[config.mk]
export PLATFORM = sky130hd
export DESIGN_NAME = psdf_top
export DESIGN_NICKNAME = d
export VERILOG_FILES = /design/src/rtl/psdf_pkg.sv /design/src/rtl/psdf_seq_if.sv /design/src/rtl/psdf_pin_sync.sv /design/src/rtl/psdf_sequencer.sv /design/src/rtl/psdf_top.sv
export VERILOG_INCLUDE_DIRS = /design/src /design/src/rtl
export SDC_FILE = /design/constraint.sdc
export NUM_CORES = 1
export LEC_CHECK = 0
export ABC_CLOCK_PERIOD_IN_PS = 4350
export BUFFER_PORTS_ARGS = -buffer_cell sky130_fd_sc_hd__buf_2
export CAP_MARGIN = 20
export CORE_UTILIZATION = 45
export CTS_BUF_LIST = sky130_fd_sc_hd__clkbuf_4 sky130_fd_sc_hd__clkbuf_8
export DETAILED_ROUTE_END_ITERATION = 12
export HOLD_SLACK_MARGIN = 0.05
export SLEW_MARGIN = 25
export SYNTH_ARGS = -nofsm -noshare
export SYNTH_HDL_FRONTEND = slang
export SYNTH_HIERARCHICAL = 1
export SYNTH_SLANG_ARGS = --single-unit
[constraint.sdc]
create_clock -name clk -period 4.35 [get_ports clk]
set_clock_uncertainty 0.15 [all_clocks]
set_input_delay 0.2175 -clock clk [delete_from_list [all_inputs] [get_ports clk]]
set_output_delay 0.2175 -clock clk [all_outputs]
set_load 0.1 [all_outputs]
[src/rtl/psdf_regs.svh]
// Register map, field positions, reset values and timing counts
//
// Operation
// - Keep sending packet bytes until the controller ends the read.
// - Three bytes: two pressure bytes with status on top, one 8-bit temp byte.
// - A fourth byte carries the rest of the 11-bit temperature.
// - Low five bits of byte four are undefined; controller masks them.
// - Pressure is 14 bits unsigned; minimum 1638, span 13107 counts.
// - Temperature code spans 165 degrees from minus 40 at zero.
// - Two status bits sit in the top of the first packet byte.
// - Status 00 on first fetch after a measurement, 10 afterwards.
// - Status 01 for invalid state, 11 for a diagnostic fault.
// - Fetches before or during the first measurement report stale.
// - Power-up initializes and measures, active about 2.8 ms.
// - Update mode: 255 pressure-only cycles, then a full 256th one.
// - Temperature plus offset zeroing measurement takes about 1.5 ms.
// - Power-down interval is one of 0, 1, 6 or 32 ms.
// - After a fetch returned data, status turns stale until new result.
// - Sleep: address-only read then stop wakes a full measurement.
// - Sleep: address-only write wakes a pressure-only measurement.
`ifndef PSDF_REGS_SVH
`define PSDF_REGS_SVH
`define PSDF_ADDR_CTRL 4'h0
`define PSDF_ADDR_MEAS 4'h4
`define PSDF_ADDR_STAT 4'h8
`define PSDF_ADDR_RES 4'hC
`define PSDF_CTRL_SLEEP 0
`define PSDF_CTRL_PD_LO 1
`define PSDF_CTRL_PD_HI 2
`define PSDF_CTRL_DIAG 3
`define PSDF_CTRL_INVAL 4
`define PSDF_CTRL_MASK 32'h0000_001F
`define PSDF_MEAS_MASK 32'h07FF_3FFF
`define PSDF_CTRL_RESET 32'h0000_0000
`define PSDF_MEAS_RESET 32'h0000_0000
`define PSDF_I2C_ADDR 7'h28
`define PSDF_PRESS_RUN 8'hFF
`define PSDF_CLK_MHZ 50
`define PSDF_T_INIT_US 2800
`define PSDF_T_SLP_INIT_US 1800
`define PSDF_T_FULL_US 1500
`define PSDF_T_PRESS_US 500
`define PSDF_T_PD1_US 1000
`define PSDF_T_PD2_US 6000
`define PSDF_T_PD3_US 32000
`define PSDF_CYC(us) ((us) * `PSDF_CLK_MHZ)
`endif

[src/rtl/psdf_pkg.sv]
// Shared types of the pressure data fetch block
package psdf_pkg;
	typedef enum logic [1:0] {
		PSDF_ST_FRESH = 2'h0,
		PSDF_ST_INVALID = 2'h1,
		PSDF_ST_STALE = 2'h2,
		PSDF_ST_DIAG = 2'h3
	} psdf_status_t;
	typedef enum logic [3:0] {
		SEQ_INIT = 4'h1,
		SEQ_MEAS = 4'h2,
		SEQ_PDOWN = 4'h4,
		SEQ_SLEEP = 4'h8
	} psdf_seq_state_t;
	typedef enum logic [6:0] {
		I2C_IDLE = 7'h01,
		I2C_ADDR = 7'h02,
		I2C_AACK = 7'h04,
		I2C_TX = 7'h08,
		I2C_TACK = 7'h10,
		I2C_RX = 7'h20,
		I2C_RACK = 7'h40
	} psdf_i2c_state_t;
endpackage

[src/rtl/psdf_seq_if.sv]
// Requests and results between the top and the measurement sequencer
`timescale 1ns/1ps
interface psdf_seq_if;
	logic sleep_mode;
	logic [1:0] pd_sel;
	logic full_req;
	logic press_req;
	logic result_write;
	logic result_full;
	logic busy;
	logic [7:0] press_cnt;
	modport top (
		output sleep_mode, pd_sel, full_req, press_req,
		input result_write, result_full, busy, press_cnt
	);
	modport seq (
		input sleep_mode, pd_sel, full_req, press_req,
		output result_write, result_full, busy, press_cnt
	);
endinterface

[src/rtl/psdf_pin_sync.sv]
// Pin synchronisers and bus condition detection for the I2C lines
`timescale 1ns/1ps
module psdf_pin_sync (
	input wire logic clk,
	input wire logic arst_n,
	input wire logic clk_en,
	input wire logic scl_in,
	input wire logic sda_in,
	output logic scl,
	output logic sda,
	output logic scl_rise,
	output logic scl_fall,
	output logic start_det,
	output logic stop_det
);
	logic scl_meta;
	logic sda_meta;
	logic scl_d;
	logic sda_d;

	// Two stages per pin, then one more to find edges
	always_ff @(posedge clk or negedge arst_n)
		if (!arst_n)
		begin
			scl_meta <= 1'b1;
			sda_meta <= 1'b1;
			scl <= 1'b1;
			sda <= 1'b1;
			scl_d <= 1'b1;
			sda_d <= 1'b1;
		end
		else if (clk_en)
		begin
			scl_meta <= scl_in;
			sda_meta <= sda_in;
			scl <= scl_meta;
			sda <= sda_meta;
			scl_d <= scl;
			sda_d <= sda;
		end

	// Start and stop are data edges while the clock stays high
	assign scl_rise = scl & ~scl_d;
	assign scl_fall = ~scl & scl_d;
	assign start_det = scl & scl_d & sda_d & ~sda;
	assign stop_det = scl & scl_d & ~sda_d & sda;
endmodule

[src/rtl/psdf_sequencer.sv]
// Measurement sequencing for update and sleep modes
`timescale 1ns/1ps
`include "psdf_regs.svh"
module psdf_sequencer #(
	parameter int unsigned INIT_CYC = 1,
	parameter int unsigned SLP_INIT_CYC = 1,
	parameter int unsigned FULL_CYC = 1,
	parameter int unsigned PRESS_CYC = 1,
	parameter int unsigned PD1_CYC = 1,
	parameter int unsigned PD2_CYC = 1,
	parameter int unsigned PD3_CYC = 1
)(
	input wire logic clk,
	input wire logic arst_n,
	input wire logic clk_en,
	psdf_seq_if.seq bus
);
	import psdf_pkg::*;
	psdf_seq_state_t state;
	logic [31:0] cnt;
	logic [31:0] limit;
	logic full;
	logic done;

	// Length of the current phase
	always_comb
	begin
		case (state)
		SEQ_INIT: limit = bus.sleep_mode ? 32'(SLP_INIT_CYC) : 32'(INIT_CYC);
		SEQ_MEAS: limit = full ? 32'(FULL_CYC) : 32'(PRESS_CYC);
		SEQ_PDOWN:
			case (bus.pd_sel)
			2'h1: limit = 32'(PD1_CYC);
			2'h2: limit = 32'(PD2_CYC);
			2'h3: limit = 32'(PD3_CYC);
			default: limit = 32'h0000_0000;
			endcase
		default: limit = 32'h0000_0000;
		endcase
	end

	// A zero-length power-down still costs one cycle
	assign done = (cnt + 32'h0000_0001) >= limit;
	assign bus.busy = (state == SEQ_INIT) | (state == SEQ_MEAS);

	// Phase walk and result strobe
	always_ff @(posedge clk or negedge arst_n)
		if (!arst_n)
		begin
			state <= SEQ_INIT;
			cnt <= 32'h0000_0000;
			full <= 1'b1;
			bus.result_write <= 1'b0;
			bus.result_full <= 1'b0;
			bus.press_cnt <= 8'h00;
		end
		else if (clk_en)
		begin
			bus.result_write <= 1'b0;
			cnt <= cnt + 32'h0000_0001;
			case (state)
			SEQ_INIT:
				if (done)
				begin
					cnt <= 32'h0000_0000;
					bus.result_write <= ~bus.sleep_mode;
					bus.result_full <= 1'b1;
					bus.press_cnt <= 8'h00;
					state <= bus.sleep_mode ? SEQ_SLEEP : SEQ_PDOWN;
				end
			SEQ_MEAS:
				if (done)
				begin
					cnt <= 32'h0000_0000;
					bus.result_write <= 1'b1;
					bus.result_full <= full;
					bus.press_cnt <= full ? 8'h00 : bus.press_cnt + 8'h01;
					state <= bus.sleep_mode ? SEQ_SLEEP : SEQ_PDOWN;
				end
			SEQ_PDOWN:
				if (bus.sleep_mode)
				begin
					cnt <= 32'h0000_0000;
					state <= SEQ_SLEEP;
				end
				else if (done)
				begin
					cnt <= 32'h0000_0000;
					full <= bus.press_cnt == `PSDF_PRESS_RUN;
					state <= SEQ_MEAS;
				end
			SEQ_SLEEP:
			begin
				cnt <= 32'h0000_0000;
				if (bus.full_req || !bus.sleep_mode)
				begin
					full <= 1'b1;
					state <= SEQ_MEAS;
				end
				else if (bus.press_req)
				begin
					full <= 1'b0;
					state <= SEQ_MEAS;
				end
			end
			default: state <= SEQ_INIT;
			endcase
		end
endmodule

[src/rtl/psdf_top.sv]
// Top of the pressure data fetch block: bus slave, I2C target, packet
`timescale 1ns/1ps
`include "psdf_regs.svh"
module psdf_top #(
	parameter int unsigned INIT_CYC = `PSDF_CYC(`PSDF_T_INIT_US),
	parameter int unsigned SLP_INIT_CYC = `PSDF_CYC(`PSDF_T_SLP_INIT_US),
	parameter int unsigned FULL_CYC = `PSDF_CYC(`PSDF_T_FULL_US),
	parameter int unsigned PRESS_CYC = `PSDF_CYC(`PSDF_T_PRESS_US),
	parameter int unsigned PD1_CYC = `PSDF_CYC(`PSDF_T_PD1_US),
	parameter int unsigned PD2_CYC = `PSDF_CYC(`PSDF_T_PD2_US),
	parameter int unsigned PD3_CYC = `PSDF_CYC(`PSDF_T_PD3_US),
	parameter logic [6:0] DEV_ADDR = `PSDF_I2C_ADDR
)(
	input wire logic clk,
	input wire logic arst_n,
	input wire logic clk_en,
	input wire logic scl_in,
	input wire logic sda_in,
	output logic sda_out,
	output logic sda_oe,
	input wire logic [3:0] avs_address,
	input wire logic avs_read,
	input wire logic avs_write,
	input wire logic [31:0] avs_writedata,
	input wire logic [3:0] avs_byteenable,
	output logic [31:0] avs_readdata,
	output logic avs_waitrequest
);
	import psdf_pkg::*;

	// ************************************************************
	// Declarations
	// ************************************************************
	logic [31:0] ctrl;
	logic [31:0] meas;
	logic [31:0] rd_mux;
	logic [13:0] res_p;
	logic [10:0] res_t;
	logic fresh;
	logic fetch_done;
	logic newer;
	logic scl_s;
	logic sda_s;
	logic scl_rise;
	logic scl_fall;
	logic start_det;
	logic stop_det;
	psdf_i2c_state_t state;
	logic [3:0] bits;
	logic [7:0] shift;
	logic [7:0] tx_sh;
	logic [2:0] nbytes;
	logic [1:0] byte_idx;
	logic acked;
	logic rd_txn;
	logic wr_txn;
	logic addr_done;
	logic addr_hit;
	logic next_sda_oe;
	logic [7:0] pkt [0:3];
	psdf_status_t cur_status;
	psdf_seq_if sq();

	// ************************************************************
	// Helpers
	// ************************************************************

	// Fault codes outrank data age; invalid outranks diagnostic
	function automatic psdf_status_t status_of(
		input logic inval,
		input logic diag,
		input logic fr,
		input logic busy_slp
	);
		psdf_status_t s;
		if (inval)
			s = PSDF_ST_INVALID;
		else if (diag)
			s = PSDF_ST_DIAG;
		else if (fr && !busy_slp)
			s = PSDF_ST_FRESH;
		else
			s = PSDF_ST_STALE;
		return s;
	endfunction

	// Byte-lane merge of a bus write
	function automatic logic [31:0] be_merge(
		input logic [31:0] old_v,
		input logic [31:0] new_v,
		input logic [3:0] be
	);
		logic [31:0] r;
		r = old_v;
		for (int i = 0; i < 4; i++)
			if (be[i])
				r[i*8 +: 8] = new_v[i*8 +: 8];
		return r;
	endfunction

	// ************************************************************
	// Submodules
	// ************************************************************

	// Pins are foreign to clk, so both pass two stages first
	psdf_pin_sync u_sync (
		.clk(clk),
		.arst_n(arst_n),
		.clk_en(clk_en),
		.scl_in(scl_in),
		.sda_in(sda_in),
		.scl(scl_s),
		.sda(sda_s),
		.scl_rise(scl_rise),
		.scl_fall(scl_fall),
		.start_det(start_det),
		.stop_det(stop_det)
	);

	psdf_sequencer #(
		.INIT_CYC(INIT_CYC),
		.SLP_INIT_CYC(SLP_INIT_CYC),
		.FULL_CYC(FULL_CYC),
		.PRESS_CYC(PRESS_CYC),
		.PD1_CYC(PD1_CYC),
		.PD2_CYC(PD2_CYC),
		.PD3_CYC(PD3_CYC)
	) u_seq (
		.clk(clk),
		.arst_n(arst_n),
		.clk_en(clk_en),
		.bus(sq)
	);

	assign sq.sleep_mode = ctrl[`PSDF_CTRL_SLEEP];
	assign sq.pd_sel = ctrl[`PSDF_CTRL_PD_HI:`PSDF_CTRL_PD_LO];

	// ************************************************************
	// Result store and data age
	// ************************************************************

	// Stale while a sleep-mode measurement is still running
	assign cur_status = status_of(ctrl[`PSDF_CTRL_INVAL],
		ctrl[`PSDF_CTRL_DIAG], fresh, sq.sleep_mode & sq.busy);

	// Whole result replaced in one edge; pressure-only keeps old temp
	always_ff @(posedge clk or negedge arst_n)
		if (!arst_n)
		begin
			res_p <= 14'h0000;
			res_t <= 11'h000;
		end
		else if (clk_en && sq.result_write)
		begin
			res_p <= meas[13:0];
			if (sq.result_full)
				res_t <= meas[26:16];
		end

	// New result beats a fetch ending in the same cycle; a fetch whose
	// snapshot is older than the latest result leaves that result fresh
	always_ff @(posedge clk or negedge arst_n)
		if (!arst_n)
		begin
			fresh <= 1'b0;
			newer <= 1'b0;
		end
		else if (clk_en)
		begin
			if (sq.result_write)
				fresh <= 1'b1;
			else if (fetch_done && !newer)
				fresh <= 1'b0;
			if (sq.result_write)
				newer <= 1'b1;
			else if (addr_hit)
				newer <= 1'b0;
		end

	// Packet frozen at address match, so bytes never mix results
	always_ff @(posedge clk or negedge arst_n)
		if (!arst_n)
		begin
			pkt[0] <= 8'h00;
			pkt[1] <= 8'h00;
			pkt[2] <= 8'h00;
			pkt[3] <= 8'h00;
		end
		else if (clk_en && addr_hit)
		begin
			pkt[0] <= {cur_status, res_p[13:8]};
			pkt[1] <= res_p[7:0];
			pkt[2] <= res_t[10:3];
			pkt[3] <= {res_t[2:0], 5'h00};
		end

	// ************************************************************
	// I2C target
	// ************************************************************
	assign addr_done = (state == I2C_ADDR) && scl_fall && (bits == 4'h8);
	assign addr_hit = addr_done && (shift[7:1] == DEV_ADDR);
	assign byte_idx = (nbytes > 3'h3) ? 2'h3 : nbytes[1:0];

	// Bit engine; a start anywhere restarts address reception
	always_ff @(posedge clk or negedge arst_n)
		if (!arst_n)
		begin
			state <= I2C_IDLE;
			bits <= 4'h0;
			shift <= 8'h00;
			tx_sh <= 8'hFF;
			nbytes <= 3'h0;
			acked <= 1'b0;
			rd_txn <= 1'b0;
			wr_txn <= 1'b0;
		end
		else if (clk_en)
		begin
			if (start_det)
			begin
				state <= I2C_ADDR;
				bits <= 4'h0;
				nbytes <= 3'h0;
				rd_txn <= 1'b0;
				wr_txn <= 1'b0;
			end
			else if (stop_det)
			begin
				state <= I2C_IDLE;
				rd_txn <= 1'b0;
				wr_txn <= 1'b0;
			end
			else
				case (state)
				I2C_ADDR:
					if (scl_rise)
					begin
						shift <= {shift[6:0], sda_s};
						bits <= bits + 4'h1;
					end
					else if (addr_done)
					begin
						bits <= 4'h0;
						state <= addr_hit ? I2C_AACK : I2C_IDLE;
						rd_txn <= addr_hit & shift[0];
						wr_txn <= addr_hit & ~shift[0];
					end
				I2C_AACK:
					if (scl_fall)
					begin
						state <= rd_txn ? I2C_TX : I2C_RX;
						tx_sh <= pkt[0];
					end
				I2C_TX:
					if (scl_fall)
					begin
						if (bits == 4'h7)
						begin
							bits <= 4'h0;
							state <= I2C_TACK;
						end
						else
						begin
							bits <= bits + 4'h1;
							tx_sh <= {tx_sh[6:0], 1'b1};
						end
					end
				I2C_TACK:
					if (scl_rise)
					begin
						acked <= ~sda_s;
						if (nbytes != 3'h7)
							nbytes <= nbytes + 3'h1;
					end
					else if (scl_fall)
					begin
						state <= acked ? I2C_TX : I2C_IDLE;
						tx_sh <= pkt[byte_idx];
					end
				I2C_RX:
					if (scl_rise)
						bits <= bits + 4'h1;
					else if (scl_fall && bits == 4'h8)
					begin
						bits <= 4'h0;
						state <= I2C_RACK;
					end
				I2C_RACK:
					if (scl_fall)
						state <= I2C_RX;
				default: state <= I2C_IDLE;
				endcase
		end

	// Open-drain drive: only ever pull low
	always_comb
	begin
		case (state)
		I2C_AACK: next_sda_oe = 1'b1;
		I2C_RACK: next_sda_oe = 1'b1;
		I2C_TX: next_sda_oe = ~tx_sh[7];
		default: next_sda_oe = 1'b0;
		endcase
	end

	always_ff @(posedge clk or negedge arst_n)
		if (!arst_n)
		begin
			sda_oe <= 1'b0;
			sda_out <= 1'b0;
		end
		else if (clk_en)
		begin
			sda_oe <= next_sda_oe;
			sda_out <= 1'b0;
		end

	// Transfer outcomes, judged at the stop condition
	always_ff @(posedge clk or negedge arst_n)
		if (!arst_n)
		begin
			sq.full_req <= 1'b0;
			sq.press_req <= 1'b0;
			fetch_done <= 1'b0;
		end
		else if (clk_en)
		begin
			sq.full_req <= stop_det && rd_txn && nbytes == 3'h0;
			sq.press_req <= stop_det && wr_txn;
			fetch_done <= stop_det && rd_txn && nbytes != 3'h0;
		end

	// ************************************************************
	// Avalon-MM slave, one wait state per access
	// ************************************************************
	always_comb
	begin
		case (avs_address)
		`PSDF_ADDR_CTRL: rd_mux = ctrl;
		`PSDF_ADDR_MEAS: rd_mux = meas;
		`PSDF_ADDR_STAT: rd_mux = {19'h00000, state != I2C_IDLE,
			sq.press_cnt, sq.busy, fresh, cur_status};
		`PSDF_ADDR_RES: rd_mux = {5'h00, res_t, 2'h0, res_p};
		default: rd_mux = 32'h0000_0000;
		endcase
	end

	// Write lands on the edge the master sees waitrequest low
	always_ff @(posedge clk or negedge arst_n)
		if (!arst_n)
		begin
			avs_waitrequest <= 1'b1;
			avs_readdata <= 32'h0000_0000;
			ctrl <= `PSDF_CTRL_RESET;
			meas <= `PSDF_MEAS_RESET;
		end
		else if (clk_en)
		begin
			avs_waitrequest <= ~(avs_waitrequest & (avs_read | avs_write));
			if (avs_waitrequest && avs_read)
				avs_readdata <= rd_mux;
			if (!avs_waitrequest && avs_write)
				case (avs_address)
				`PSDF_ADDR_CTRL: ctrl <= be_merge(ctrl, avs_writedata,
					avs_byteenable) & `PSDF_CTRL_MASK;
				`PSDF_ADDR_MEAS: meas <= be_merge(meas, avs_writedata,
					avs_byteenable) & `PSDF_MEAS_MASK;
				default: ;
				endcase
		end
endmodule

# --- Word-level counts from Yosys, hierarchy flattened ---
# Cells that the tools add are included.
totals:
  ff_bits: 207
  wordCells: 261
op_classes:
  n_addsub: 4
  n_lt_le_gt_ge: 3
  n_eq_ne: 49
  muxes: 88
  bitwise: 24
  n_reduce_logical: 54
ops:
  columns: ["cell", "n"]
  rows:
  - ["$pmux W32 S3", 2]
  - ["$pmux W27 S4", 1]
  - ["$mux W7", 12]
  - ["$mux W8", 10]
  - ["$mux W32", 2]
  - ["$pmux W21 S3", 1]
  - ["$mux W4", 15]
  - ["$ne A4 B4 Y1 const B", 12]
  - ["$pmux W7 S6", 1]
  - ["$add A32 B1 Y32 const B", 1]
  - ["$ge A32 B32 Y1", 1]
  - ["$reduce_and A4 Y1", 8]
  - ["$pmux W4 S3", 2]
  - ["$pmux W8 S3", 1]
  - ["$mux W1", 22]
  - ["$reduce_and A5 Y1", 4]
  - ["$mux W18", 1]
  - ["$mux W3", 6]
  - ["$mux W17", 1]
  - ["$bmux W8 S2", 1]
  - ["$eq A4 B4 Y1 const B", 4]
  - ["$pmux W8 S2", 1]
  - ["$eq A7 B6 Y1 const B", 2]
  - ["$logic_and A1 B1 Y1", 14]
  - ["41 further kinds", 97]

# --- Longest topological paths before layout ---
# Gate-level depths: netlist (run 1).
logic_depth:
  depth_word: 11
  mapped_depth: 17

# --- Hierarchy ---
# Netlist (run 1), hierarchy kept.
by_module_without_submodules:
  columns: ["module", "n_inst", "cells_each", "area_each_um2", "seq_area_each_um2"]
  rows:
  - ["psdf_top", 1, 572, 7013.0, 3691.0]
  - ["psdf_sequencer", 1, 419, 3574.7, 1178.6]
  - ["psdf_pin_sync", 1, 17, 291.5, 157.7]

# --- Worst setup path before layout (run 1) ---
# No wires, ideal clock.
synth_timing:
  path_type: "reg2reg"
  startpoint: "register u_seq.cnt[3]"
  endpoint: "register u_seq.bus.result_full"
  setup_ns: 0.125
  arrival_time_ns: 3.607
  t_required_ns: 4.075
  path_slack_ns: 0.468
  path_stages_with_launch: 18
  cell_sequence: "dfrtp_1 -> clkbuf_1 -> nand4_1 -> nor2_1 -> and3_1 -> and3_1 -> and3_1 -> nand3_1 -> xnor2_1 -> ha_1 -> nand2_1 -> a211o_1 -> nor4bb_1 -> and4_1 -> buf_6 -> or2_1 -> buf_6 -> mux2_4"
synth_via:
  elab_chain_cells: 4
  word_cells_on_any_way: 5
  cone_classes: "1 x add/sub; 1 x order compare; 2 x eq/ne; 1 x reduce/logical"
synth_lines:
  columns: ["item", "line_no", "source"]
  rows:
  - ["start: declaration", "psdf_sequencer.sv:20", "logic [31:0] cnt;"]
  - ["start signal: assignment", "psdf_sequencer.sv:60", "cnt <= cnt + 32'h0000_0001;"]
  - ["$add A32 B1 Y32 *", "psdf_sequencer.sv:43", "assign done = (cnt + 32'h0000_0001) >= limit;"]
  - ["$ge A32 B32 Y1 *", "psdf_sequencer.sv:43", null]
  - ["$ne A2 B1 Y1 (no line)", null, null]
  - ["$reduce_and A4 Y1 (no line) *", null, null]
  - ["end signal: assignment", "psdf_sequencer.sv:76", "bus.result_full <= full;"]
  - ["end: declaration", "psdf_seq_if.sv:18", "output result_write, result_full, busy, press_cnt"]
# Mark *: on every way between the ends. The rest lies on a longest branch, timed or not.
# A chain may end at the register's enable or synchronous reset.

# --- Worst setup path in the final report (run 1) ---
layout_timing:
  startpoint: "register u_seq.cnt[4]"
  endpoint: "register u_seq.bus.press_cnt[2]"
layout_via:
  elab_chain_cells: 4
  word_cells_on_any_way: 5
  cone_classes: "1 x add/sub; 1 x order compare; 2 x eq/ne; 1 x reduce/logical"
layout_lines:
  columns: ["item", "line_no", "source"]
  rows:
  - ["$add A32 B1 Y32 *", "psdf_sequencer.sv:43", null]
  - ["$ge A32 B32 Y1 *", "psdf_sequencer.sv:43", null]
  - ["$ne A2 B1 Y1 (no line)", null, null]
  - ["$reduce_and A4 Y1 (no line) *", null, null]
  - ["end signal: assignment", "psdf_sequencer.sv:77", "bus.press_cnt <= full ? 8'h00 : bus.press_cnt + 8'h01;"]
  - ["end: declaration", "psdf_seq_if.sv:18", null]
# Marked as above.

==> results of run 1 <==
## cell families after synthesis
family,Yosys count,synth area share
compound gates,176,0.115
xor+xnor,54,0.0435
fa+ha+maj,30,0.0345
buf+inv,90,0.0400
flops,200,0.462
mux,136,0.151
other cells,1,0.000345
simple gates,321,0.154
## metal layers
layer | part of all wire | global-route usage | wire length, µm
met3 | 0.031 | 0.0363 | 771
met2 | 0.47 | 0.337 | 11700
met1 | 0.48 | 0.295 | 12000
met5 | 0 | 0 | 0
met4 | 0.012 | 0.0509 | 298
## Yosys cell counts, drive strengths merged (7+ instances only)
| library cell | count | area, µm² |
|---|---|---|
| o41ai | 9 | 101 |
| nor3 | 25 | 130 |
| o211ai | 9 | 67.6 |
| dfstp | 18 | 473 |
| mux4 | 7 | 158 |
| nor2 | 72 | 270 |
| xor2 | 35 | 307 |
| nor2b | 9 | 56.3 |
| a22o | 9 | 78.8 |
| xnor2 | 19 | 166 |
| buf | 27 | 196 |
| clkbuf | 33 | 126 |
| o31ai | 10 | 80.1 |
| nor4 | 13 | 118 |
| a21oi | 25 | 125 |
| o21ai | 42 | 210 |
| nand4 | 19 | 125 |
| mux2 | 118 | 1380 |
| nand2 | 85 | 319 |
| a22oi | 27 | 203 |
| inv | 30 | 113 |
| and3 | 17 | 106 |
| ha | 30 | 375 |
| mux2i | 11 | 110 |
| dfrtp | 182 | 4550 |
| nand3 | 36 | 185 |
| nor4b | 7 | 67.6 |
## placed cells by master (no fill, tap or decap), types with 10 or more instances in the layout
cell type / netlist / final
sky130_fd_sc_hd__nand3_1: 35 / 35
sky130_fd_sc_hd__ha_1: 30 / 30
sky130_fd_sc_hd__buf_2: 10 / 65
sky130_fd_sc_hd__dfstp_2: 18 / 18
sky130_fd_sc_hd__xor2_1: 35 / 35
sky130_fd_sc_hd__buf_4: 10 / 17
sky130_fd_sc_hd__a22oi_1: 27 / 27
sky130_fd_sc_hd__clkbuf_8: 0 / 17
sky130_fd_sc_hd__nand2_1: 85 / 85
sky130_fd_sc_hd__nor4_1: 10 / 10
sky130_fd_sc_hd__mux2_4: 13 / 13
sky130_fd_sc_hd__nor2_1: 72 / 72
sky130_fd_sc_hd__nand4_1: 18 / 18
sky130_fd_sc_hd__dfrtp_1: 182 / 182
sky130_fd_sc_hd__mux2_2: 102 / 102
sky130_fd_sc_hd__nor3_1: 24 / 24
sky130_fd_sc_hd__mux2i_1: 11 / 11
sky130_fd_sc_hd__a21oi_1: 25 / 25
sky130_fd_sc_hd__dlygate4sd3_1: 0 / 35
sky130_fd_sc_hd__inv_1: 30 / 30
sky130_fd_sc_hd__and3_1: 17 / 17
sky130_fd_sc_hd__o21ai_0: 41 / 41
sky130_fd_sc_hd__xnor2_1: 19 / 19
## how the worst max path moves through the flow
stage	end	cells past startpoint	slack, ns
after CTS	u_seq/bus.press_cnt[2]	16	0.31
after global placement	u_seq/bus.press_cnt[2]	16	0.38
final	u_seq/bus.press_cnt[2]	16	0.31
after detailed placement	u_seq/bus.press_cnt[2]	16	0.31
after floorplan	u_seq/bus.result_full	17	0.47
after global routing	u_seq/bus.press_cnt[5]	13	0.007
## state kept, by name, indices dropped and copies added, names as in the netlist, 3 cells and up
register,count
u_seq/state,4
res_t,11
meas,25
avs_readdata,25
u_seq/bus.press_cnt,8
u_seq/cnt,32
shift,8
state,7
tx_sh,8
pkt,27
ctrl,5
bits,4
res_p,14
nbytes,3
## power breakdown
part / leakage (nW) / switching [W] / total [W] / internal [W]
clock network: 0.219 / 0.000750 / 0.00130 / 0.000554
logic: 2.84 / 0.000348 / 0.000595 / 0.000247
registers: 2.69 / 0.000109 / 0.00207 / 0.00196
total: 5.74 / 0.00121 / 0.00397 / 0.00276
## worst reg2reg max path: cells and delay by family, from the launching register on
family	cells	cell delay [ns]
AND/OR/NAND/NOR	9	1.77
buffers and inverters	2	0.38
flip-flops	1	0.47
AO/OA/AOI/OAI	3	0.69
XOR/XNOR	1	0.16
adder cells (fa/ha/maj)	1	0.33
## metrics by stage
step                      total power, W  hold slack (ns)  setup WS (ns)  cell area (µm²)  cells
after floorplan                  0.00252           -0.228          0.468            10900   1015
after global placement           0.00267            0.273          0.375            11500   1359
after detailed placement         0.00268            0.288          0.306            11500   1359
after CTS                        0.00401           0.0952          0.306            12300   1426
after global routing             0.00417            0.121        0.00671            12300   1426
final                            0.00397            0.117          0.309            12300   1426
## layout make-up
type / instances / area share
Timing Repair Buffer: 120 / 0.0698
Tap cell: 319 / 0.0325
Sequential cell: 200 / 0.409
Multi-Input combinational cell: 725 / 0.443
Inverter: 30 / 0.00916
Clock buffer: 18 / 0.0196
Clock inverter: 14 / 0.0164
==> flow_summary_export.csv, run 1 <==
group,metric,value,unit
run_status,status,"complete, no violations",
clock_tree,cts_hold_buf,35,
yosys,ys_dominant_reg_cell,"sky130_fd_sc_hd__dfrtp_1",
placement,place.gp.congestion,0.854,
grt,grt_pass1_vias,7860,
route,drt_pass1_iterations,5,
yosys,postSynth.asyncResetShare,1.00,
worst_setup_path,type_of_element_launching_the_critical_path,"flop",
yosys,netlist_instances,1008,
worst_setup_path,timing.critical_path.mode_cell,"sky130_fd_sc_hd__and3_1",
clock_tree,cts_inserted_buffers,17,
yosys,synth_area_per_cell,10.8,µm²
clock_tree,root_buffer_cell,"sky130_fd_sc_hd__clkbuf_8",
clock_tree,htreeDepth,4,
worst_setup_path,crit_path_cell_trace,"nand4_1 -> nor2_1 -> and3_1 -> and3_1 -> and3_1 -> nand3_1 -> xnor2_1 -> ha_1 -> nand2_1 -> a211o_1 -> nor4bb_1 -> and4_1 -> buf_4 -> buf_4 -> o31ai_1 -> o41ai_2",
timing,min_period_over_period,0.929,
pwr,powerDensity,323,nW/µm²
finish,number_of_fillers_in_the_final_layout,2157,
clock_tree,post_cts_setup_buffers,0,
timing,finalCriticalPeriod,4.04,ns
timing,grt_setup_unrepaired,"no",
worst_setup_path,worstSetupStartpoint,"u_seq/cnt[4]",
grt,grt_start_max_net_pins,116,
finish,drive_gt1_frac,0.252,
worst_setup_path,top_delay_family_on_crit_path,"simple AND/OR/NAND/NOR gates",
worst_setup_path,timing.rr.start,"u_seq/cnt[4]",
finish,regArea,5030,µm²
route,drt_wl_total,24800,µm
worst_setup_path,critPathMaxFanout,9,
route,ant_nets,0,
route,drc,0,
job,cap_violations,0,
worst_setup_path,critical_path.max_stage_delay,0.47,ns
route,wire_per_inst,17.4,µm
worst_setup_path,depth_of_the_most_critical_reg_to_reg_path,16,
placement,placement.io_buffers,66,
worst_setup_path,worst_ep_required_time,4.58,ns
floorplanning,fp.dieArea,24800,µm²
clock_tree,max-clock-path-buffers,2,
worst_hold_path,hp-class,"in -> reg",
grt,global_route.usage.total,0.210,
timing,endpoints_failing_hold,0,
timing,maxSlewHeadroom,0.355,
clock_tree,post_cts_resize_count,0,
yosys,synth.ff_latch_count,200,
worst_setup_path,worst_setup_path_end_kind,"flop",
clock_tree,worst_setup_hold_path_clk_slew,0.13,ns
finish,postLayoutCoreUtil,0.521,
timing,report.final.setup_viol,0,
yosys,yosys.cell_types.count,78,
route,detail_route.vias_per_cell,5.60,
timing,max_freq,247,MHz
yosys,synth_seq_area_share,0.462,
floorplanning,placementRows,56,
clock_tree,tritoncts,"yes",
worst_setup_path,crit_type,"reg -> reg",
timing,tightestPinTransition,0.965,ns
floorplanning,core_region_area,23600,µm²
route,via_count,7982,
worst_hold_path,min_to,"meas[9]",
yosys,synth-warning-count,6,
route,initialDrtViolationCount,379,
placement,dp_hpwl,17300,µm
grt,global_route.overflow_total,0,
worst_setup_path,cpMaxStageDelayCell,"sky130_fd_sc_hd__dfrtp_1",
floorplanning,die_y,157,µm
grt,grt_antenna_before_repair,0,
worst_setup_path,worstPathBufferInverterCount,2,
finish,number_of_antenna_cells_inserted,0,
worst_setup_path,critical_register_to_register_path_endpoint,"u_seq/bus.press_cnt[2]",
finish,design.final.nets,1171,
pwr,power.ir.vdd_worst,0.000326,V
timing,tns,0,ns
worst_hold_path,hold_path_depth,3,
clock_tree,cts.sinks,200,
yosys,synth-edff-count,0,
grt,grt_pass1_wl,40900,µm
timing,final_max_slew_viol_count,0,
yosys,synthesis.area,10900,µm²
finish,multi_input_comb_area,5450,µm²
worst_setup_path,timing.reg2reg.setup_slack,0.31,ns
clock_tree,worst_skew_pair.late_latency,0.49,ns
worst_setup_path,worst-endpoint-arrival,4.27,ns
floorplanning,io_pins,82,
worst_hold_path,startpoint_of_the_tightest_hold_check_path,"avs_byteenable[1]",
floorplanning,die_width,157,µm
finish,synthToLayoutAreaGrowth,13.0,%
floorplanning,start_util,0.461,
pwr,p_leak,5.74,nW
(Power assumes the default switching activity.)
==> run 2, diff against run 1 <==
--- a/config.mk
+++ b/config.mk
@@ -13,6 +13,7 @@
 export CTS_BUF_LIST = sky130_fd_sc_hd__clkbuf_4 sky130_fd_sc_hd__clkbuf_8
 export DETAILED_ROUTE_END_ITERATION = 12
 export HOLD_SLACK_MARGIN = 0.05
+export REMOVE_ABC_BUFFERS = 1
 export SLEW_MARGIN = 25
 export SYNTH_ARGS = -nofsm -noshare
 export SYNTH_HDL_FRONTEND = slang
==> flow_summary_export.csv, run 2 (synthesized netlist as in run 1, its figures left out) <==
group,metric,value,unit
run_status,status,"complete, no violations",
worst_setup_path,type_of_element_launching_the_critical_path,"flop",
clock_tree,worst_skew_pair.late_latency,0.48,ns
finish,final_instance_area,12300,µm²
pwr,pwr-share-clk,0.336,
floorplanning,die_width,157,µm
timing,maxSlewHeadroom,0.409,
pwr,p_int,0.00269,W
clock_tree,root_buffer_cell,"sky130_fd_sc_hd__clkbuf_8",
route,drc,0,
grt,grt_antenna_before_repair,0,
finish,mostFrequentLayoutCell,"sky130_fd_sc_hd__dfrtp_1",
worst_hold_path,min_to,"avs_waitrequest",
floorplanning,start_util,0.461,
clock_tree,cts_inserted_buffers,17,
worst_setup_path,worst_setup_path_end_kind,"flop",
route,drt_pass1_iterations,5,
finish,number_of_fillers_in_the_final_layout,2149,
grt,grt_pass1_wl,41500,µm
grt,grt_start_max_net_pins,129,
grt,global_route.overflow_total,0,
finish,synthToLayoutAreaGrowth,12.9,%
worst_setup_path,cpMaxStageDelayCell,"sky130_fd_sc_hd__dfrtp_1",
finish,largest_register_ffs,32,
timing,finalCriticalPeriod,4.02,ns
worst_setup_path,worst_ep_required_time,4.57,ns
timing,grt_setup_unrepaired,"no",
worst_setup_path,timing.rr.start,"u_seq/cnt[2]",
route,ant_nets,0,
worst_setup_path,critical_register_to_register_path_endpoint,"u_seq/cnt[11]",
finish,number_of_antenna_cells_inserted,0,
worst_hold_path,hold_path_depth,2,
route,initialDrtViolationCount,447,
worst_setup_path,crit_path_cell_trace,"nand3_1 -> nor2_1 -> and3_1 -> and3_1 -> and3_1 -> nand3_1 -> xnor2_1 -> ha_1 -> nand2_1 -> a211o_1 -> nor4bb_1 -> and4_1 -> buf_4 -> a211oi_4 -> buf_12 -> nor2_1",
worst_setup_path,depth_of_the_most_critical_reg_to_reg_path,16,
grt,grt_pass1_vias,7766,
clock_tree,cts.sinks,200,
pwr,p_leak,5.73,nW
worst_setup_path,worst-endpoint-arrival,4.23,ns
clock_tree,worst_setup_hold_path_clk_slew,0.13,ns
pwr,power.ir.vdd_worst,0.000277,V
worst_hold_path,startpoint_of_the_tightest_hold_check_path,"clk_en",
worst_hold_path,hp-class,"in -> reg",
clock_tree,tritoncts,"yes",
placement,dp_hpwl,17400,µm
route,via_count,7961,
worst_setup_path,critical_path.max_stage_delay,0.51,ns
timing,endpoints_failing_hold,0,
placement,place.gp.congestion,0.871,
finish,drive_gt1_frac,0.253,
finish,leading_registers_by_flop_count,"u_seq/cnt x32, pkt x27",
route,drt_wl_total,25100,µm
clock_tree,post_cts_setup_buffers,0,
timing,report.final.setup_viol,0,
timing,max_freq,249,MHz
pwr,powerDensity,328,nW/µm²
placement,placed_cell_area,11500,µm²
floorplanning,fp.dieArea,24800,µm²
grt,global_route.usage.total,0.215,
clock_tree,htreeDepth,4,
timing,tightestPinTransition,0.885,ns
pwr,pwr-share-comb,0.145,
finish,design.final.nets,1167,
timing,hold_ws,0.0703,ns
floorplanning,placementRows,56,
worst_setup_path,timing.critical_path.mode_cell,"sky130_fd_sc_hd__and3_1",
timing,final_max_slew_viol_count,0,
placement,placement.io_buffers,66,
pwr,switching_part_of_the_total_power,0.331,
worst_setup_path,critPathMaxFanout,31,
floorplanning,io_pins,82,
clock_tree,max-clock-path-buffers,2,
floorplanning,die_y,157,µm
route,wire_per_inst,17.7,µm
finish,final_cell_mix,"sky130_fd_sc_hd__dfrtp_1 (181), sky130_fd_sc_hd__mux2_2 (102), sky130_fd_sc_hd__nand2_1 (85)",
pwr,p_sw,0.00133,W
worst_setup_path,timing.reg2reg.setup_slack,0.33,ns
timing,min_period_over_period,0.923,
pwr,seq_pwr_share,0.518,
finish,largest-register,"u_seq/cnt",
route,detail_route.vias_per_cell,5.60,
floorplanning,core_region_area,23600,µm²
job,cap_violations,0,
worst_setup_path,crit_type,"reg -> reg",
-- run 2: cell types whose count changed in the layout (fill, tap and decap cells not counted), moves of 2 or more --
cell / change
sky130_fd_sc_hd__inv_8: -2
sky130_fd_sc_hd__inv_16: +2
sky130_fd_sc_hd__buf_4: -2
sky130_fd_sc_hd__bufinv_16: -2
sky130_fd_sc_hd__inv_12: +6
sky130_fd_sc_hd__dlygate4sd3_1: -2
-- run 2: power by group through the flow --
stage / Clock, W / Sequential (W) / Combinational [W]
global route: 0.00146 / 0.00211 / 0.000654
finish: 0.00135 / 0.00209 / 0.000585
floorplan: 0 / 0.00212 / 0.000364
CTS: 0.00139 / 0.00208 / 0.000590
detailed placement: 0 / 0.00212 / 0.000562
global placement: 0 / 0.00212 / 0.000553
-- run 2: per-stage QoR --
step	worst slack (ns)	power, W	util	TNS (ns)	instances
after floorplan	-0.0139	0.00249	-	-0.416	955
after global placement	0.377	0.00267	0.486	0	1357
after detailed placement	0.392	0.00268	0.486	0	1357
after CTS	0.310	0.00407	0.520	0	1422
after global routing	0.0202	0.00422	0.520	0	1422
final	0.334	0.00403	0.520	0	1422
-- run 2: critical path: cells and delay by family (launching register included) --
| family | cells | cell delay, ns |
|---|---|---|
| flip-flops | 1 | 0.51 |
| AO/OA/AOI/OAI | 2 | 0.51 |
| adder cells (fa/ha/maj) | 1 | 0.32 |
| XOR/XNOR | 1 | 0.16 |
| AND/OR/NAND/NOR | 10 | 1.79 |
| buffers and inverters | 2 | 0.44 |
-- run 2: how the worst max path moves through the flow --
stage / from / endpoint / slack (ns) / cells past startpoint
detailed placement: u_seq/cnt[3] / u_seq/cnt[16] / 0.39 / 16
CTS: u_seq/cnt[7] / u_seq/bus.result_full / 0.31 / 11
finish: u_seq/cnt[2] / u_seq/cnt[11] / 0.33 / 16
floorplan: u_seq/state[1] / u_seq/cnt[10] / -0.01 / 13
global route: u_seq/cnt[2] / u_seq/cnt[11] / 0.02 / 16
global placement: u_seq/cnt[3] / u_seq/bus.result_full / 0.38 / 15
-- run 2: area by class of cell --
type / instances / area [µm²] / share of cell area
repair buffers: 116 / 822 / 0.0669
multi-input cells: 725 / 5450 / 0.444
flip-flops and latches: 200 / 5030 / 0.409
clock inverters: 15 / 231 / 0.0188
inverters: 30 / 113 / 0.00917
clock buffers: 17 / 234 / 0.0191
well taps: 319 / 399 / 0.0325
-- run 2: metal layers --
| layer | vias to the layer above | share of wire | track usage |
|---|---|---|---|
| met2 | 128 | 0.45 | 0.324 |
| met5 | - | 0 | 0 |
| li1 | 3836 | - | - |
| met3 | 8 | 0.030 | 0.0333 |
| met1 | 3989 | 0.52 | 0.325 |
| met4 | 0 | 0.0046 | 0.0402 |
-- run 2: what timing repair did --
| item | 4_1_cts | 5_1_grt |
|---|---|---|
| gates resized for setup | 0 | 2 |
| hold endpoints to repair | 105 | 0 |
| hold buffers | 33 | 0 |
| endpoints found under the setup margin | 0 | 7 |
==> run 3, diff against run 2 <==
--- a/config.mk
+++ b/config.mk
@@ -6,9 +6,10 @@
 export SDC_FILE = /design/constraint.sdc
 export NUM_CORES = 1
 export LEC_CHECK = 0
+export ABC_AREA = 1
 export ABC_CLOCK_PERIOD_IN_PS = 4350
 export BUFFER_PORTS_ARGS = -buffer_cell sky130_fd_sc_hd__buf_2
-export CAP_MARGIN = 20
+export CAP_MARGIN = 5
 export CORE_UTILIZATION = 45
 export CTS_BUF_LIST = sky130_fd_sc_hd__clkbuf_4 sky130_fd_sc_hd__clkbuf_8
 export DETAILED_ROUTE_END_ITERATION = 12
==> flow_summary_export.csv, run 3 <==
group,metric,value,unit
run_status,status,"complete, no violations",
yosys,synth.top_cells.by_area,"sky130_fd_sc_hd__dfrtp_1 (41%), sky130_fd_sc_hd__nand2_1 (16%), sky130_fd_sc_hd__inv_1 (5.8%), sky130_fd_sc_hd__nor2_1 (5.4%), sky130_fd_sc_hd__o21ai_0 (5.2%)",
placement,placed_cell_area,11800,µm²
pwr,p_leak,6.39,nW
timing,grt_setup_unrepaired,"no",
yosys,synth_area_per_cell,7.51,µm²
timing,fin_ws,0.650,ns
floorplanning,core_region_area,24300,µm²
route,via_count,9703,
placement,dp_hpwl,19400,µm
yosys,synth.ff_latch_count,200,
worst_setup_path,worst_ep_required_time,4.56,ns
grt,grt_pass1_vias,9459,
worst_setup_path,timing.reg2reg.setup_slack,0.65,ns
worst_setup_path,critical_register_to_register_path_endpoint,"u_seq/cnt[3]",
pwr,powerDensity,382,nW/µm²
route,ant_nets,0,
timing,maxSlewHeadroom,0.342,
worst_hold_path,hp-class,"in -> reg",
route,drt_pass1_iterations,5,
clock_tree,post_cts_setup_buffers,0,
grt,global_route.overflow_total,0,
worst_setup_path,timing.critical_path.mode_cell,"sky130_fd_sc_hd__nand2_1",
pwr,power.ir.vdd_worst,0.000455,V
placement,place.gp.congestion,0.891,
yosys,synthesis.area,11200,µm²
floorplanning,io_pins,82,
yosys,yosys.cell_types.count,48,
clock_tree,cts.sinks,200,
yosys,synth_most_common_cell,"sky130_fd_sc_hd__nand2_1",
grt,grt_start_max_net_pins,125,
worst_setup_path,cpMaxStageDelayCell,"sky130_fd_sc_hd__dfrtp_1",
clock_tree,htreeDepth,4,
route,detail_route.vias_per_cell,5.06,
job,cap_violations,0,
clock_tree,tritoncts,"yes",
placement,placement.io_buffers,66,
worst_setup_path,critPathMaxFanout,20,
worst_setup_path,depth_of_the_most_critical_reg_to_reg_path,20,
route,wire_per_inst,14.4,µm
timing,report.final.setup_viol,0,
yosys,netlist_instances,1490,
worst_setup_path,timing.rr.start,"u_seq/state[2]",
grt,grt_antenna_before_repair,0,
route,drt_wl_total,27600,µm
finish,number_of_fillers_in_the_final_layout,2418,
worst_setup_path,worst-endpoint-arrival,3.91,ns
worst_setup_path,critical_path.max_stage_delay,0.42,ns
route,drc,0,
yosys,synth-edff-count,0,
worst_setup_path,worst_setup_path_end_kind,"flop",
yosys,netlist.top_cell.by_area,"sky130_fd_sc_hd__dfrtp_1",
yosys,synth-warning-count,6,
floorplanning,fp.dieArea,25500,µm²
timing,max_freq,270,MHz
placement,dp_slack,0.661,ns
finish,final_instance_area,12600,µm²
finish,largest-register,"u_seq/cnt",
worst_setup_path,crit_path_cell_trace,"nor2_1 -> nand3_1 -> inv_1 -> nor2_1 -> inv_1 -> nor2_1 -> ha_1 -> nand2_1 -> nor2_1 -> nand2_1 -> nand3_1 -> nand2_1 -> nand2_1 -> nand2_1 -> a21oi_1 -> nand3_1 -> nand4_4 -> nand2_2 -> nand2_1 -> o21ai_2",
finish,final_cell_mix,"sky130_fd_sc_hd__nand2_1 (462), sky130_fd_sc_hd__dfrtp_1 (182), sky130_fd_sc_hd__inv_1 (174)",
yosys,synth_seq_area_share,0.450,
clock_tree,cts_inserted_buffers,17,
worst_setup_path,type_of_element_launching_the_critical_path,"flop",
grt,global_route.usage.total,0.228,
worst_setup_path,worstPathBufferInverterCount,2,
route,initialDrtViolationCount,679,
clock_tree,max-clock-path-buffers,2,
yosys,synth_common_cells,"sky130_fd_sc_hd__nand2_1 (462), sky130_fd_sc_hd__dfrtp_1 (182), sky130_fd_sc_hd__inv_1 (174), sky130_fd_sc_hd__nor2_1 (160), sky130_fd_sc_hd__o21ai_0 (116)",
timing,finalCriticalPeriod,3.70,ns
timing,tightestPinTransition,0.985,ns
timing,min_period_over_period,0.851,
finish,leading_registers_by_flop_count,"u_seq/cnt x32, pkt x27",
floorplanning,die_y,160,µm
clock_tree,worst_skew_pair.late_latency,0.48,ns
worst_setup_path,top_delay_family_on_crit_path,"simple AND/OR/NAND/NOR gates",
yosys,ys_dominant_reg_cell,"sky130_fd_sc_hd__dfrtp_1",
worst_hold_path,min_to,"meas[18]",
clock_tree,root_buffer_cell,"sky130_fd_sc_hd__clkbuf_8",
clock_tree,worst_setup_hold_path_clk_slew,0.12,ns
timing,final_max_slew_viol_count,0,
floorplanning,start_util,0.460,
floorplanning,die_width,160,µm
timing,tns,0,ns
worst_hold_path,hold_path_depth,3,
finish,synthToLayoutAreaGrowth,12.4,%
finish,drive_gt1_frac,0.127,
worst_hold_path,startpoint_of_the_tightest_hold_check_path,"avs_byteenable[2]",
yosys,postSynth.asyncResetShare,1.00,
worst_setup_path,crit_type,"reg -> reg",
finish,postLayoutCoreUtil,0.517,
finish,mostFrequentLayoutCell,"sky130_fd_sc_hd__nand2_1",
finish,design.final.nets,1658,
finish,largest_register_ffs,32,
worst_setup_path,worstSetupStartpoint,"u_seq/state[2]",
yosys,share_of_the_synthesized_area_in_the_top_cell_type,0.407,
finish,number_of_antenna_cells_inserted,0,
timing,endpoints_failing_hold,0,
floorplanning,placementRows,57,
grt,grt_pass1_wl,47000,µm
[run 3: changes by cell type after synthesis, sizes merged, moves of 11 or more]
| cell | delta |
|---|---|
| a22oi | -27 |
| xor2 | -25 |
| nand3 | +54 |
| inv | +155 |
| clkbuf | -13 |
| nor2 | +104 |
| o21ai | +89 |
| a21oi | +35 |
| mux2i | -11 |
| and3 | -16 |
| mux2 | -115 |
| nor3 | -11 |
| nand2 | +385 |
| o22ai | +17 |
[run 3: worst max-delay path by stage]
stage	end	slack (ns)	cells past startpoint
after global placement	u_seq/cnt[3]	0.74	20
after CTS	u_seq/cnt[3]	0.68	20
after detailed placement	u_seq/cnt[3]	0.66	20
after global routing	u_seq/cnt[3]	0.31	20
after floorplan	u_seq/cnt[3]	1.40	21
final	u_seq/cnt[3]	0.65	20
[run 3: logic make-up (layout without fill, tap and decap cells)]
| kind of cell | after synthesis | after routing | share of synthesized area |
|---|---|---|---|
| adders and majority gates | 30 | 30 | 0.0336 |
| buffers and inverters | 237 | 334 | 0.0865 |
| other | 1 | 8 | 0.000335 |
| AOI/OAI and AO/OA | 219 | 219 | 0.106 |
| DFF | 200 | 200 | 0.450 |
| muxes | 3 | 3 | 0.00302 |
| and+or+nand+nor | 780 | 780 | 0.305 |
| xor gates and xnor gates | 20 | 20 | 0.0157 |
[run 3: power breakdown]
| group | switching, W | internal (W) |
|---|---|---|
| Combinational | 0.000964 | 0.000357 |
| Clock | 0.000775 | 0.000437 |
| Sequential | 0.000155 | 0.00211 |
[run 3: stage by stage]
| stage | hold WS [ns] | std cells | total power (W) |
|---|---|---|---|
| after global routing | 0.0958 | 1918 | 0.00507 |
| final | 0.0701 | 1918 | 0.00480 |
| after floorplan | -0.228 | 1448 | 0.00322 |
| after detailed placement | 0.140 | 1848 | 0.00359 |
| after global placement | 0.140 | 1848 | 0.00356 |
| after CTS | 0.0529 | 1918 | 0.00484 |
[run 3: routing by layer]
layer / routed length [µm] / GRT usage / vias up
li1: - / - / 4892
met5: 0 / 0 / -
met2: 13000 / 0.375 / 162
met4: 351 / 0.0564 / 0
met1: 13400 / 0.316 / 4621
met3: 950 / 0.0317 / 28
[run 3: repair_timing]
action                                 CTS  global route
hold buffers                            38             0
endpoints found under the hold margin  110             0
gates resized for setup                  0             0
[run 3: cell type report]
cell class                 count  area [µm²]  share of cell area
multi-input combinational   1060        5220               0.415
sequential                   200        5030               0.400
timing repair buffer         114         807              0.0642
inverter                     188         707              0.0562
tap                          324         405              0.0322
clock buffer                  17         234              0.0186
clock inverter                15         176              0.0140
[run 3: worst reg2reg max path, stage by stage (launching register included)]
cell and delay [ns]:
sky130_fd_sc_hd__dfrtp_1 0.42, sky130_fd_sc_hd__nor2_1 0.13, sky130_fd_sc_hd__nand3_1 0.31, sky130_fd_sc_hd__inv_1 0.32, sky130_fd_sc_hd__nor2_1 0.10, sky130_fd_sc_hd__inv_1 0.19, sky130_fd_sc_hd__nor2_1 0.09, sky130_fd_sc_hd__ha_1 0.32
sky130_fd_sc_hd__nand2_1 0.05, sky130_fd_sc_hd__nor2_1 0.10, sky130_fd_sc_hd__nand2_1 0.06, sky130_fd_sc_hd__nand3_1 0.06, sky130_fd_sc_hd__nand2_1 0.05, sky130_fd_sc_hd__nand2_1 0.05, sky130_fd_sc_hd__nand2_1 0.05, sky130_fd_sc_hd__a21oi_1 0.14
sky130_fd_sc_hd__nand3_1 0.16, sky130_fd_sc_hd__nand4_4 0.18, sky130_fd_sc_hd__nand2_2 0.39, sky130_fd_sc_hd__nand2_1 0.20, sky130_fd_sc_hd__o21ai_2 0.06
